`config.mk`:
```
export PLATFORM = sky130hd
export DESIGN_NAME = osc_standby_ctrl
export DESIGN_NICKNAME = d
export VERILOG_FILES = /design/src/logic/osc_gate_pkg.sv /design/src/logic/clk_div_gen.sv /design/src/logic/osc_standby_ctrl.sv
export SDC_FILE = /design/constraint.sdc
export NUM_CORES = 1
export LEC_CHECK = 0
export BUFFER_PORTS_ARGS = -buffer_cell sky130_fd_sc_hd__clkbuf_2
export CAP_MARGIN = 20
export CORE_MARGIN = 2
export CORE_UTILIZATION = 50
export CTS_CLUSTER_SIZE = 28
export DETAILED_ROUTE_END_ITERATION = 8
export PLACE_DENSITY = 0.67
export SYNTH_ARGS = -nofsm -noshare
export SYNTH_HDL_FRONTEND = slang
export SYNTH_SLANG_ARGS = --single-unit
```
`constraint.sdc`:
```
create_clock -name clk_i -period 2.7 [get_ports clk_i]
set_input_delay 0.27 -clock clk_i [delete_from_list [all_inputs] [get_ports clk_i]]
set_output_delay 0.27 -clock clk_i [all_outputs]
set_load 0.1 [all_outputs]
```
`src/logic/osc_gate_pkg.sv`:
```
// Constants for the standby-controlled clock gating block.
// Assumes a single 100 MHz system clock and synchronous active-high reset.

package osc_gate_pkg;

    // =====================================================================
    // Clock and timing
    localparam int unsigned CLK_HZ        = 100_000_000;
    localparam int unsigned CLK_PERIOD_NS = 10;
    localparam int unsigned START_MAX_MS  = 150;
    localparam int unsigned RESUME_MAX_MS = 3;
    localparam int unsigned START_CYC     = (START_MAX_MS * (CLK_HZ / 1000));
    localparam int unsigned RESUME_CYC    = (RESUME_MAX_MS * (CLK_HZ / 1000));
    // Ready delays (cycles of internal warm-up); must stay under the limits above
    localparam int unsigned START_READY_DEF  = 7_500_000;
    localparam int unsigned RESUME_READY_DEF = 200_000;

    // =====================================================================
    // Output divider: fixed factory frequency, 1..26 MHz window
    localparam int unsigned FOUT_MIN_HZ = 1_000_000;
    localparam int unsigned FOUT_MAX_HZ = 26_000_000;
    localparam int unsigned HALF_DIV_DEF = 5;  // 10 MHz output from 100 MHz
    localparam int unsigned DIV_W        = 6;

    // =====================================================================
    // Mode states
    typedef enum logic [2:0] {
        POWERUP,
        STARTUP,
        ACTIVE,
        STANDBY,
        RESUME
    } mode_e;

endpackage : osc_gate_pkg

```
`src/logic/clk_div_gen.sv`:
```
// Fixed-ratio clock generator with a glitch-free gate.
// Assumes the gate request comes from the same clock domain.
`timescale 1ns/10ps
`default_nettype none
module clk_div_gen #(
    parameter int unsigned HALF_DIV = osc_gate_pkg::HALF_DIV_DEF
) (
    input  wire logic clk_i,
    input  wire logic rst_i,
    input  wire logic run_i,
    output logic      clk_o,
    output logic      gated_o
);
    localparam logic [osc_gate_pkg::DIV_W-1:0] LAST =
        osc_gate_pkg::DIV_W'(HALF_DIV - 1);

    logic [osc_gate_pkg::DIV_W-1:0] cnt_r;
    logic                           phase_r;
    logic                           gate_r;
    logic                           out_r;
    wire                            wrap = (cnt_r == LAST);
    // The gate may change only at a wrap with phase low, so every pulse is full
    wire                            boundary = wrap && !phase_r;

    // =====================================================================
    // Free-running divider; the ratio is a build constant only
    always_ff @(posedge clk_i) begin
        if (rst_i) begin
            cnt_r   <= '0;
            phase_r <= 1'b0;
        end else begin
            cnt_r <= wrap ? '0 : cnt_r + 1'b1;
            if (wrap) begin
                phase_r <= ~phase_r;
            end
        end
    end

    // Gate opens/closes only at a rising boundary: first period is whole
    always_ff @(posedge clk_i) begin
        if (rst_i) begin
            gate_r <= 1'b0;
            out_r  <= 1'b0;
        end else begin
            if (boundary) begin
                gate_r <= run_i;
            end
            out_r <= (boundary ? run_i : gate_r) & (wrap ? ~phase_r : phase_r);
        end
    end

    assign clk_o   = out_r;
    assign gated_o = gate_r;
endmodule : clk_div_gen
`default_nettype wire

```
`src/logic/osc_standby_ctrl.sv`:
```
// Mode control of a fixed-frequency clock source with standby gating.
// Assumes standby_select_i is already synchronous to clk_i; a floating
// pin is resolved low by the pad pull-down before this block.
`timescale 1ns/10ps
`default_nettype none
module osc_standby_ctrl #(
    parameter int unsigned START_READY  = osc_gate_pkg::START_READY_DEF,
    parameter int unsigned RESUME_READY = osc_gate_pkg::RESUME_READY_DEF
) (
    input  wire logic clk_i,
    input  wire logic rst_i,
    input  wire logic standby_select_i,
    output logic      clk_out_o,
    output logic      clk_out_oe_n_o,
    output logic      pulldown_strong_o,
    output logic      core_power_o,
    output logic      standby_o
);
    localparam int unsigned CNT_W = 24;

    osc_gate_pkg::mode_e mode_r;
    osc_gate_pkg::mode_e mode_nxt;
    logic [CNT_W-1:0]    cnt_r;
    logic [CNT_W-1:0]    cnt_nxt;
    logic                gen_clk;
    logic                gen_gated;

    // =====================================================================
    // Decode of the select and of the warm-up counters
    wire sel_high   = standby_select_i;
    wire start_done = (cnt_r >= CNT_W'(START_READY));
    wire res_done   = (cnt_r >= CNT_W'(RESUME_READY));
    wire run_req    = (mode_r == osc_gate_pkg::ACTIVE);

    // Rated limits less one output period of gate slack, for the checks
    wire start_in_time  = (cnt_r < CNT_W'(osc_gate_pkg::START_CYC
                                          - 2 * osc_gate_pkg::HALF_DIV_DEF - 1));
    wire resume_in_time = (cnt_r < CNT_W'(osc_gate_pkg::RESUME_CYC
                                          - 2 * osc_gate_pkg::HALF_DIV_DEF - 1));

    // Next-state: power-up waits for low select, standby always via resume
    always_comb begin
        mode_nxt = mode_r;
        cnt_nxt  = cnt_r + 1'b1;
        case (mode_r)
            osc_gate_pkg::POWERUP: begin
                cnt_nxt = '0;
                if (!sel_high) begin
                    mode_nxt = osc_gate_pkg::STARTUP;
                end
            end
            osc_gate_pkg::STARTUP: begin
                if (sel_high) begin
                    mode_nxt = osc_gate_pkg::STANDBY;
                end else if (start_done) begin
                    mode_nxt = osc_gate_pkg::ACTIVE;
                end
            end
            osc_gate_pkg::ACTIVE: begin
                cnt_nxt = '0;
                if (sel_high) begin
                    mode_nxt = osc_gate_pkg::STANDBY;
                end
            end
            osc_gate_pkg::STANDBY: begin
                cnt_nxt = '0;
                if (!sel_high) begin
                    mode_nxt = osc_gate_pkg::RESUME;
                end
            end
            osc_gate_pkg::RESUME: begin
                if (sel_high) begin
                    mode_nxt = osc_gate_pkg::STANDBY;
                end else if (res_done) begin
                    mode_nxt = osc_gate_pkg::ACTIVE;
                end
            end
            default: begin
                mode_nxt = osc_gate_pkg::POWERUP;
                cnt_nxt  = '0;
            end
        endcase
    end

    // =====================================================================
    // Mode register; reset stands for power-on
    always_ff @(posedge clk_i) begin
        if (rst_i) begin
            mode_r <= osc_gate_pkg::POWERUP;
            cnt_r  <= '0;
        end else begin
            mode_r <= mode_nxt;
            cnt_r  <= cnt_nxt;
        end
    end

    // Output generator; gate waits for the next full period boundary
    clk_div_gen #(
        .HALF_DIV (osc_gate_pkg::HALF_DIV_DEF)
    ) u_gen (
        .clk_i   (clk_i),
        .rst_i   (rst_i),
        .run_i   (run_req),
        .clk_o   (gen_clk),
        .gated_o (gen_gated)
    );

    // =====================================================================
    // Pad controls: driver off when gated; weak pull-down only in standby
    assign clk_out_o         = gen_clk;
    // Driver held on until the gate has closed low, avoiding a cut high
    assign clk_out_oe_n_o    = !gen_gated;
    assign pulldown_strong_o = !standby_o;
    // Synthesizer powered outside standby and power-up; reference and watcher never gated
    assign core_power_o      = (mode_r != osc_gate_pkg::STANDBY)
                            && (mode_r != osc_gate_pkg::POWERUP);
    assign standby_o         = (mode_r == osc_gate_pkg::STANDBY);
endmodule : osc_standby_ctrl
`default_nettype wire

```
# [Word level (Yosys, flattened, before mapping)]
# Cells that the tools add are included.
# W data, S select, Z words.
[word_totals] ff_bits=36 latch_bits=0 ramBits=0 romBits=0 in_bits=3 elab_cells=45 n_memories=0
[classes] n_addsub=2 multipliers=0 n_div=0 order_cmp=2 eq_ne=11 n_shift=0 muxes=10 bitwise_logic=3 n_reduce_logical=11
[op_table] cell="$add A24 B1 Y24 const B" n=1
[op_table] cell="$ge A24 B18 Y1 const B" n=1
[op_table] cell="$ge A24 B23 Y1 const B" n=1
[op_table] cell="$mux W3" n=7
[op_table] cell="$pmux W3 S5" n=1
[op_table] cell="$add A6 B1 Y6 const B" n=1
[op_table] cell="$eq A3 B2 Y1 const B" n=2
[op_table] cell="$eq A6 B3 Y1 const B" n=1
[op_table] cell="$ne A2 B2 Y1 const B" n=3
[op_table] cell="$ne A3 B3 Y1 const B" n=2
[op_table] cell="$reduce_or A2 Y1" n=3
[op_table] cell="$reduce_and A5 Y1" n=1
[op_table] cell="$eq A3 B1 Y1 const B" n=1
[op_table] cell="$eq A3 B3 Y1 const B" n=1
[op_table] cell="$logic_not A1 Y1" n=3
[op_table] cell="$logic_not A3 Y1" n=1
[op_table] cell="$ne A3 B2 Y1 const B" n=1
[op_table] cell="$reduce_bool A3 Y1" n=1
[op_table] cell="$logic_and A1 B1 Y1" n=2
[op_table] cell="$mux W1" n=2
[op_table] cell="$not A1 Y1" n=2
[op_table] cell="$and A1 B1 Y1" n=1

# [Longest topological paths before layout]
# Gate-level depths: netlist of the first run.
[depth] ltp_word=4 depth_mapped=6 ltp_nobuf=6

# [Cells and area by module]
# Synthesis of the first run repeated with hierarchy kept, for this count alone.
[unflattened] hier_cells=198 hier_area_um2=1736.7
[modules_own_cells] mod="osc_standby_ctrl" n_inst=1 cells_per_inst=159 area_each_um2=1361.3
[modules_own_cells] mod="clk_div_gen" n_inst=1 cells_per_inst=39 area_each_um2=375.4

# [Worst setup path after synthesis of the first run]
# Ideal clock, no wire load.
[synth_path] kind="reg-to-output" startpoint="reg mode_r[2]" endpoint="out standby_o" t_arrival_ns=2.287 required_ns=2.430 setup_slack_ns=0.143 stages_incl_launch_ff=4 n_path_buf=1 cell_sequence="dfxtp_1 > buf_4 > nand3b_1 > inv_1"
[synth_via] elab_chain_cells=1
[synth_lines] item="from (decl)" line="osc_standby_ctrl.sv:21" text="osc_gate_pkg::mode_e mode_r;"
[synth_lines] item="from (signal assigned)" line="osc_standby_ctrl.sv:89" text="mode_r <= osc_gate_pkg::POWERUP;"
[synth_lines] item="from (signal assigned)" line="osc_standby_ctrl.sv:92" text="mode_r <= mode_nxt;"
[synth_lines] item="$eq A3 B2 Y1" line="osc_standby_ctrl.sv:117" text="assign standby_o = (mode_r == osc_gate_pkg::STANDBY);"
[synth_lines] item="to (decl)" line="osc_standby_ctrl.sv:17" text="output logic standby_o"
# Every way passes these cells.

# [Worst setup path after layout of the first run]
[layout_path] startpoint="reg mode_r[0]" endpoint="out standby_o"
# Same word-level chain as after synthesis.

==> impl.org, run 1 <==
** Floorplan
- In this run the vertical extent of the chip is between 60 and 70 um.
- Initial core utilization :: between 50% and 60%
- During I/O placement, the number of pins put on the boundary was 8.
- After floorplanning, the core was divided into 21 placement rows.
- DIE AREA :: approximately 4000 um2
- Die Span X :: roughly 63 um
- The floorplan step defined a core boundary enclosing 3360 um2.

** Yosys
- The Yosys step of the flow raised 0 warnings.
- Count of mapped cells out of synthesis :: slightly above 200
- Number of distinct standard cells referenced by the synthesized netlist :: just over 40
- Largest cells by area after synthesis :: dfxtp_1 41%, nor2_1 7.9%, xor2_1 7.5%, xnor2_1 5.5%, nand3_1 4.5%
- The synthesized design devotes to its leading area cell type between 40% and 50% of total area.
- Syn Nets :: between 200 and 250
- The mapped netlist covers 1760 um2.
- Part of the Yosys area used for sequential elements :: just over 40%
- Averaged over all synthesized cells, the footprint is approximately 8.6 um2.
- Leading area contributor after synthesis :: dfxtp_1
- Synthesis inferred 36 register bits.

** Pwr
- Max VDD drop :: 0.302 mV
- Cell leakage power :: about 0.63 nW
- Pwr/cell area :: between 600 and 700 nW/um2

** Place
- The HPWL after detailed placement is ~2.2 mm.
- Number of input and output port buffers inserted :: 7
- Routability-driven placement finished with a final weighted congestion of 0.887.

** Finish
- Most frequent standard cell in the layout excluding fill and tap cells :: nor2_1
- Commonest non-fill, non-tap cells in the layout :: 37 x nor2_1, 36 x dfxtp_1, 16 x nand3_1, 15 x xor2_1
- In the final layout, flip-flops and latches occupy around 720 um2.
- Cells fill about 56% of the core in the end.
- The area growth from synthesis to layout is 6.82%.
- Filler instances :: 343
- The net count of the finished layout is 220.
- The repair_antennas step left the layout with diodes totalling 0.
- The post-route netlist has a little over a tenth of its cells at a drive strength greater than 1.
- Multi-input combinational cell area :: roughly 950 um2

** Setup path
- At the worst endpoint, the required time is between 2000 and 2500 ps.
- Critical path startpoint category :: flip-flop
- Broken down by cell family, the worst path's largest delay share belongs to flip-flops.
- For this run, the slowest stage of the critical path takes roughly 600 ps.
- Biggest fanout along the worst timing path :: 10
- The slowest stage of the critical path belongs to the cell dfxtp_1.
- Reg-to-reg critical path endpoint :: mode_r[1]
- The critical path is of the flip-flop to output port type.
- The signal on the critical path passes through nand3b_1, inv_1, clkbuf_2.
- Critical Path Sink Type :: output port
- Register-to-Register Path Depth :: 5
- CP startpoint :: mode_r[0]
- STA puts the critical path data arrival time at around 1700 ps.
- In this run the critical register-to-register path is launched from mode_r[0].
- Worst reg-to-reg setup slack :: just over 800 ps
- Crit path buf inv count :: 2

** Detailed routing
- DR pass1 iterations :: 4
- Routed WL per cell :: between 10 and 15 um
- Via-per-instance ratio :: 5.41
- Initial drt markers :: 108
- Final antenna-violating net count :: 0
- The routed design has approximately 3.1 mm of wire.
- For this run, design rule violations remaining after detail routing come to 0.
- The final route contains between 1000 and 1500 vias.

** Clock tree
- Cts hold-fix bufs :: 0
- Maximum clock insertion buffer count :: 2
- TritonCTS built the clock tree.
- Clock-pin slew reported for the worst setup and hold paths after clock tree synthesis :: roughly 110 ps
- Number of buffers created by CTS :: 5
- The clock drives 36 sinks.
- Later-pin clock latency in the skew report :: 340 ps
- Post-CTS setup buffers :: 0
- Post-CTS repair changed the size of 0 cells.
- CTS placed an instance of clkbuf_4 at the clock tree root.
- The H-tree was split into 2 levels.

** STA
- The total count of hold-check failures in the final report was 0.
- Setup repair after global routing left no endpoint under its margin.
- The worst pin sits at a relative slew slack of a little under half.
- At the pin with the least slew margin, the transition time is between 700 and 800 ps.
- Sum of negative setup slack :: 0 ps
- In the finished design, the share of the clock period the worst path needs comes to 72.5%.
- # setup viols final :: 0
- Upper clock frequency limit :: around 0.5 GHz
- The number of slew-limit violations in the final report came to 0.
- Worst clock skew :: 6.53 ps
- The worst path in the final design needs a cycle of approximately 2000 ps, including I/O delays and setup.

** Status
- Outcome :: finished clean

** Global routing
- For this run, the total global-route usage over all layers was measured as between 10% and 20%.
- Wire length of the first global-routing pass :: 5.44 mm
- Total grt overflow :: 0
- Pin count of the biggest net entering global routing :: 25
- Number of global-route vias before repair :: between 1000 and 1500
- The number of antenna violations at the first check in global routing is 0.

** Min path
- The worst hold path was traced through 2 stages.
- The worst hold path terminates at mode_r[0].
- In this run the worst hold path is classified as primary input to flip-flop.
- Startpoint of the worst hold path :: rst_i

** Flow run
- Max-capacitance violation count :: 0
-- worst max-delay path by stage --
| stage | cells past startpoint | slack [ps] | end |
|---|---|---|---|
| floorplan | 3 | 140 | standby_o |
| global placement | 6 | 880 | cnt_r[18] |
| detailed placement | 5 | 830 | mode_r[1] |
| CTS | 3 | 730 | standby_o |
| global route | 6 | 610 | cnt_r[18] |
| finish | 3 | 740 | standby_o |
-- power by group --
group	total (mW)	internal, mW	switching, mW
clock	0.309	0.126	0.183
combinational	0.338	0.105	0.234
sequential	0.605	0.555	0.0504
-- synth_stat cells, drive strengths merged --
cell and count:
and2 1, a221oi 1, o211ai 2, nand3b 1, and4 1, dfxtp 36, a311oi 1, nand2b 2
inv 12, xnor2 11, nor3b 1, or2 1, nor4 5, ha 5, o21a 2, buf 4
nor2 37, a41oi 1, o31ai 1, mux2i 1, or4 1, nor3 8, nand3 16, a21oi 7
and3 4, nor4b 1, and4b 1, clkbuf 4, xor2 15, a311o 1, o21ai 4, or3 5
nand2 4, a221o 1, nand4 7
-- state kept, by name, indices dropped and copies added, names as in the netlist --
name and flops:
cnt_r 24, u_gen.cnt_r 6, u_gen.clk_o 1, mode_r 3, u_gen.phase_r 1, u_gen.gated_o 1
-- worst reg2reg max path, cell delays in order, from the launching register on --
cell	delay (ps)
dfxtp_1	610
inv_4	50
or4_4	540
or3_4	350
a41oi_2	160
o21a_1	130
-- layer usage --
metal | track usage (%) | vias to the layer above | routed length, um
met5 | 0 | - | 0
met4 | 7.61 | 0 | 65
met3 | 6.25 | 8 | 125
met2 | 28.3 | 21 | 1480
met1 | 19.7 | 650 | 1450
li1 | - | 721 | -
-- through the flow --
stage | setup WS [ps] | instances | total power, mW | area, um2 | hold slack [ps]
floorplan | 143 | 205 | 0.926 | 1760 | 426
global placement | 879 | 251 | 0.945 | 1820 | 440
detailed placement | 831 | 251 | 0.955 | 1820 | 459
CTS | 734 | 259 | 1.27 | 1880 | 193
global route | 611 | 259 | 1.33 | 1880 | 192
finish | 743 | 259 | 1.25 | 1880 | 213
-- cells by family after synthesis --
kind of cell | count (synthesis) | synth area share, %
compound gates | 21 | 8.31
flops | 36 | 40.9
buf+inv | 20 | 5.33
fa+ha+maj | 5 | 3.55
mux | 1 | 0.568
simple gates | 96 | 28.4
xor+xnor | 26 | 12.9
-- cell type report --
| type | count | area share [%] |
|---|---|---|
| Tap cell | 46 | 3.06 |
| Clock inverter | 2 | 0.798 |
| Timing Repair Buffer | 8 | 2.26 |
| Inverter | 12 | 2.53 |
| Clock buffer | 6 | 2.73 |
| Multi-Input combinational cell | 149 | 50.3 |
| Sequential cell | 36 | 38.3 |
Note: power is estimated with default switching activity, not from simulation.
==> run 2, diff against run 1 <==
ABC_AREA = 1   (was unset)
clock period = 1.88 ns   (was 2.7 ns; I/O delays follow)
==> impl.org, run 2 <==
** Floorplan
- Number of ports placed on the die boundary :: 8 (unchanged)
- The total die area is 4230 um2 (+5.4%).
- The site row count was 22 (+4.8%).
- The width of the die is 65.1 um (+2.7%).
- The starting density of the core came to 51.3% (-1.1 points).
- Placeable Area :: 3630 um2 (+8.0%)
- Die boundary height :: 65.1 um (+2.7%)

** Global routing
- Pin count of the biggest net entering global routing :: 12 (-52%)
- The number of global-route vias before repair is 1474 (+14%).
- Antenna violations before repair :: 0 (unchanged)
- The overall fraction of global-route tracks in use is 19.0% (+1.9 points).
- The met1 track utilization from global routing is 25.3% (+5.5 points).
- Layer with the highest usage after global routing :: met2
- The met3 layer usage reported by global route is 5.21% (-1.0 points).
- The routing usage on met2 is 29.6% (+1.3 points).
- The final global-route overflow total is 0 (unchanged).
- Wire length of the first global-routing pass :: 6.24 mm (+15%)

** Detailed routing
- The number of detailed-route iterations in the first pass was 4 (unchanged).
- The via count is 1621 (+16%).
- Final antenna-violating net count :: 0 (unchanged)
- The number of DRC markers after the initial detailed-route iteration came to 93 (-14%).
- The routed length per instance is 10.7 um (-12%).
- The total detailed-routing wirelength is 3.50 mm (+12%).
- The total DRC errors in the routed layout is 0 (unchanged).
- The ratio of routed vias to standard cells is 4.93 (-8.8%).

** STA
- The final count of negative-setup-slack endpoints was 0 (unchanged).
- The largest clock skew in the final design was 12.5 ps (+5.95 ps).
- Post-route worst setup slack :: 197 ps (-546 ps)
- The max-slew headroom at the worst pin came to 64.2% (+17 points).
- In the finished design, the share of the clock period the worst path needs comes to about nine tenths.
- The measured slew at the worst slew-check pin was 539 ps (-255 ps).
- Derived from the worst setup path, the maximum achievable clock frequency is about 0.59 GHz.
- Final number of max-transition violations :: 0 (unchanged)
- The clock period could shrink to 1680 ps.
- The final hold slack was 116 ps (-97.4 ps).
- Unrepaired setup endpoints after global routing :: no
- The total count of hold-check failures in the final report came to 0 (unchanged).

** Yosys
- Leading area contributor after synthesis :: dfxtp_1
- For this run, the leading register cell type out of synthesis is dfxtp_1.
- Yosys instantiated no cell more often than nor2_1.
- The count of state elements after synthesis came to 36 (unchanged).
- The commonest cells after synthesis are 47 x nor2_1, 45 x nand2_1, 36 x dfxtp_1.
- Netlist area before placement :: 1860 um2 (+5.8%)
- Part of the Yosys area used for sequential elements :: 38.7% (-2.3 points)
- Syn Nets :: 275 (+29%)
- Average size of a mapped cell :: 6.98 um2 (-19%)
- The number of different library cells in the post-synthesis netlist is 31 (-24%).
- The number of synthesis warnings is 0 (unchanged).
- The area share of the largest cell type after synthesis was 38.7% (-2.3 points).
- The fraction of registers with async set or reset after synthesis came to 0% (unchanged).
- The synthesized instance count came to 267 (+30%).
- Number of enable-type register cells in the synthesized netlist :: 0 (unchanged)
- By area the synthesized netlist is led by dfxtp_1 39%, nor2_1 9.5%, nand2_1 9.1%, inv_1 6.0%, a21oi_1 4.8%.

** Clock tree
- The post-CTS resize count came to 0 (unchanged).
- Clock net sink count :: 36 (unchanged)
- CTS tree :: done
- The number of H-tree levels came to 2 (unchanged).
- Root buffer cell :: clkbuf_8
- Post-CTS setup buffers :: 0 (unchanged)
- Cts hold-fix bufs :: 0 (unchanged)
- Later-pin clock latency in the skew report :: 290 ps (-50 ps)
- Maximum clock insertion buffer count :: 2 (unchanged)
- The number of CTS-inserted buffers came to 5 (unchanged).
- Clock-pin slew reported for the worst setup and hold paths after clock tree synthesis :: 70 ps (-40 ps)

** Setup path
- The required time of the critical path is 1690 ps (-740 ps).
- The delay of the slowest cell on the worst path is 470 ps (-140 ps).
- The depth of the worst register-to-register path was 9 (+4).
- The arrival time of data at the critical path endpoint was 1500 ps (-190 ps).
- Source of the worst register-to-register timing path :: cnt_r[0]
- Reg-to-reg critical path endpoint :: cnt_r[12]
- The largest fanout of any net on the critical path came to 5 (-5).
- The buffering stage count on the worst path with inverters included was 1 (-1).
- Broken down by cell family, the worst path's largest delay share belongs to buffers and inverters.
- The register-to-register setup slack is 310 ps (-500 ps).
- Critical Path Sink Type :: output port
- The worst setup path is launched from a flip-flop.
- Critical path start-end classification :: flip-flop to output port
- For this design, the slowest cell found on the critical path is clkbuf_2.
- The signal on the critical path passes through nor2_1, a21oi_2, clkbuf_2.

** Finish
- ANT cells :: 0 (unchanged)
- Proportion of layout cells with a drive suffix above 1 :: 15.3% (+4.5 points)
- Commonest non-fill, non-tap cells in the layout :: 47 x nor2_1, 45 x nand2_1, 36 x dfxtp_1, 30 x inv_1, 18 x nand3_1
- Largest registers ranked by flip-flop count :: cnt_r (24), u_gen.cnt_r (6), mode_r (3)
- The number of flip-flops in the largest register is 24 (unchanged).
- Relative to the synthesized area, the layout overhead comes to 11.3%.
- Leaving out fill and tap cells, the most frequent cell in the layout is nor2_1.
- The register with the most flip-flops in the final layout is cnt_r.
- Filler instances :: 389 (+13%)
- Layout net count :: 288 (+31%)

** Pwr
- Total power consumption of the routed design :: 2.20 mW (+75%)
- Cell leakage power :: 0.766 nW (+21%)
- Max VDD drop :: 0.605 mV (+100%)
- The power density over cell area is 1060 nW/um2 (+59%).

** Min path
- Startpoint of the worst hold path :: rst_i
- The number of stages on the worst hold path came to 2 (unchanged).
- Worst min-delay path category :: primary input to flip-flop
- Hold Path Sink :: u_gen.gated_o

** Status
- The run finished with clean final reports.

** Place
- RePlAce Congestion :: 0.940 (+6.0%)
- The placed wire-length estimate after detailed placement came to 2.71 mm (+23%).
- Worst slack at placement :: 306 ps (-525 ps)
- Number of input and output port buffers inserted :: 7 (unchanged)

** Flow run
- Max-capacitance violation count :: 0 (unchanged)
## run 2: cell count changes in the layout (fill, tap and decap cells not counted), moves of 10 or more
cell | previous run | this run
a21oi_1 | 7 | 17
inv_2 | 0 | 11
inv_1 | 11 | 30
xor2_1 | 15 | 4
nand2_1 | 4 | 45
xnor2_1 | 11 | 1
nor2_1 | 37 | 47
## run 2: cell type report
class | count | area [um2] | share of cell area, %
Inverter | 41 | 154 | 7.41
Clock buffer | 6 | 72.6 | 3.50
Tap cell | 48 | 60.1 | 2.89
Sequential cell | 36 | 721 | 34.7
Clock inverter | 2 | 35.0 | 1.69
Timing Repair Buffer | 8 | 42.5 | 2.05
Multi-Input combinational cell | 188 | 991 | 47.7
## run 2: worst register-to-register path: cells and delay by family (launching register included)
kind / cells / cell delay [ps]
and+or+nand+nor: 8 / 920
DFF: 1 / 370
adders and majority gates: 1 / 180
## run 2: worst max path at each step
stage / from / to / slack, ps / cells past startpoint
after floorplan: mode_r[0] / mode_r[2] / -530 / 6
after global placement: cnt_r[0] / cnt_r[12] / 360 / 9
after detailed placement: cnt_r[0] / cnt_r[12] / 310 / 9
after CTS: mode_r[2] / core_power_o / 190 / 3
after global routing: mode_r[2] / core_power_o / 110 / 3
final: mode_r[2] / core_power_o / 200 / 3
## run 2: cells by family after synthesis
group,synth area share [%]
XOR/XNOR,2.35
buffers and inverters,8.72
AO/OA/AOI/OAI,7.65
AND/OR/NAND/NOR,39.3
flip-flops,38.7
adder cells (fa/ha/maj),3.36
## run 2: per-stage QoR
| stage | cells | area (um2) | TNS [ps] | util [%] |
|---|---|---|---|---|
| after detailed placement | 321 | 1970 | 0 | 54.2 |
| after floorplan | 267 | 1870 | -1630 | - |
| after CTS | 329 | 2080 | 0 | 57.1 |
| final | 329 | 2080 | 0 | 57.1 |
| after global placement | 321 | 1970 | 0 | 54.2 |
| after global routing | 329 | 2080 | 0 | 57.1 |
## run 2: power breakdown
group / switching [mW] / internal (mW) / leakage (nW)
clock: 0.277 / 0.394 / 0.0552
sequential: 0.0503 / 0.813 / 0.291
combinational: 0.501 / 0.162 / 0.419
total: 0.828 / 1.37 / 0.766
## run 2: per-layer routing
metal | part of all wire, % | wire length, um
met3 | 3.1 | 107
met4 | 1.5 | 53
met2 | 44 | 1540
met5 | 0 | 0
met1 | 52 | 1810
==> run 3, diff against run 2 <==
ABC_AREA = 0   (was 1)
==> impl.org, run 3 (same netlist as run 1, synthesis figures left out) <==
** Floorplan
- Die boundary height :: 63.4 um (-2.6%)
- Placeable Area :: 3360 um2 (-7.4%)
- Cell row count :: 21 (-4.5%)
- The starting density of the core is 52.4% (+1.1 points).
- The width of the die came to 63.4 um (-2.6%).
- Number of ports placed on the die boundary :: 8 (unchanged)
- DIE AREA :: 4010 um2 (-5.2%)

** Detailed routing
- The number of detailed-route iterations in the first pass came to 4 (unchanged).
- Routed WL per cell :: 12.7 um (+20%)
- Via-per-instance ratio :: 5.43 (+10%)
- The number of DRC markers after the initial detailed-route iteration was 111 (+19%).
- Final routed DRC violation total :: 0 (unchanged)
- Total length of routed wires :: 3.38 mm (-3.6%)
- Final antenna-violating net count :: 0 (unchanged)
- The via count came to 1440 (-11%).

** STA
- Final number of max-transition violations :: 0 (unchanged)
- The maximum clock frequency is 0.569 GHz (-4.2%).
- Worst clock skew :: 7.78 ps (-4.71 ps)
- Fraction of the cycle the final worst path needs :: 93.4% (+3.9 points)
- The measured slew at the worst slew-check pin was 539 ps (+0.0765 ps).
- The total count of hold-check failures in the final report came to 0 (unchanged).
- The final count of negative-setup-slack endpoints is 0 (unchanged).
- Sum of negative setup slack :: 0 ps (unchanged)
- Period minus WS final :: 1760 ps (+73.3 ps)
- The post-layout worst setup margin was 123 ps (-73.3 ps).
- Setup repair after global routing left no endpoint under its margin.
- Worst hold slack :: 134 ps (+18.0 ps)
- The max-slew headroom at the worst pin was 64.2% (about the same).

** Global routing
- Wire length of the first global-routing pass :: 5.84 mm (-6.4%)
- Aggregate global-route resource usage :: 18.3% (-0.73 points)
- The final global-route overflow total came to 0 (unchanged).
- Antenna violations before repair :: 0 (unchanged)
- The number of global-route vias before repair is 1437 (-2.5%).
- Pin count of the biggest net entering global routing :: 25 (+13)

** Place
- The count of input and output buffers came to 7 (unchanged).
- The cell count after placement was 257 (-20%).
- Worst slack at placement :: 83.2 ps (-223 ps)
- The weighted congestion at the end of routability-driven global placement is 0.836 (-11%).
- Sum of net half-perimeters after detailed placement :: 2.45 mm (-9.6%)
- The total cell area at the placement stage came to 1870 um2 (-5.1%).

** Clock tree
- The number of buffers on the longest clock path came to 2 (unchanged).
- The post-CTS resize count came to 0 (unchanged).
- The clock-pin transition on the worst setup and hold timing paths was 120 ps (+50 ps).
- The clock sink count was 36 (unchanged).
- The number of H-tree levels is 2 (unchanged).
- CTS tree :: done
- The number of CTS-inserted buffers is 5 (unchanged).
- The number of post-CTS setup repair buffers is 0 (unchanged).
- Later-pin clock latency in the skew report :: 340 ps (+50 ps)
- The number of buffers inserted for hold repair after clock tree synthesis was 0 (unchanged).
- Root buffer cell :: clkbuf_4

** Finish
- The fraction of layout instances using a drive strength above 1 is 14.6% (-0.69 points).
- Relative to the synthesized area, the layout overhead comes to 11.2%.
- The largest registers in the layout are cnt_r (24), u_gen.cnt_r (6), mode_r (3).
- Number of flip-flops in the largest register :: 24 (unchanged)
- Register with the most flip-flops :: cnt_r
- The number of antenna cells inserted is 0 (unchanged).
- Final core area utilization :: 58.2% (+1.1 points)
- Leaving out fill and tap cells, the most frequent cell in the layout is nor2_1.
- Finished Layout Cells :: 265 (-19%)
- Commonest non-fill, non-tap cells in the layout :: 37 x nor2_1, 36 x dfxtp_1, 16 x nand3_1, 15 x xor2_1, 11 x xnor2_1
- Layout net count :: 226 (-22%)
- The final non-filler cell area is 1960 um2 (-5.7%).

** Setup path
- Crit path required time :: 1690 ps (about the same)
- Critical Path Sink Type :: output port
- Walking the worst path, the cells encountered are buf_4, nand3b_1, clkbuf_2.
- Critical path start-end classification :: flip-flop to output port
- The largest fanout of any net on the critical path was 10 (+5).
- Data arrival time of the critical path :: 1570 ps (+70 ps)
- On the critical path, the stage with the largest delay is an instance of clkbuf_2.
- Critical path startpoint category :: flip-flop
- The delay of the slowest cell on the worst path was 490 ps (+20 ps).

** Pwr
- The peak ir drop on the vdd network was 0.505 mV (-16%).
- Cell leakage power :: 0.665 nW (-13%)
- Pwr/cell area :: 987 nW/um2 (-6.7%)
- The total power consumption of the routed design is 1.93 mW (-12%).

** Status
- Outcome :: finished clean

** Min path
- The worst hold path belongs to the class primary input to flip-flop.

** Flow run
- The max-capacitance violation count is 0 (unchanged).
-- run 3: worst max-delay path, delay by kind of cell, from the launching register on --
kind / cells / cell delay (ps)
flops: 1 / 360
simple gates: 1 / 210
buf+inv: 2 / 670
-- run 3: final timing paths --
check                       from                end  slack (ps)  cells past startpoint
setup / recovery       mode_r[2]  pulldown_strong_o         120                      3
hold reg to reg   u_gen.cnt_r[0]     u_gen.cnt_r[0]         480                      1
setup reg to reg        cnt_r[1]          cnt_r[22]         130                      7
hold / removal             rst_i      u_gen.phase_r         130                      2
-- run 3: final cells by class --
type                       count  area, um2
clock buffer                   5       37.5
timing repair buffer          14       90.1
sequential                    36        721
tap                           46       57.6
fill                         323       1410
clock inverter                 3       42.5
multi-input combinational    149        958
inverter                      12       51.3
-- run 3: report_power, final --
part	switching [mW]	total (mW)	internal (mW)
Clock	0.265	0.542	0.277
Sequential	0.0423	0.839	0.797
Combinational	0.373	0.552	0.179
-- run 3: per-layer routing --
metal	vias to the layer above	share of wire [%]	GRT usage, %	routed length, um
met1	683	44	20.2	1490
li1	731	-	-	-
met5	-	0	0	0
met4	0	0.56	6.25	19
met3	2	3.6	5.54	121
met2	24	52	32.9	1750
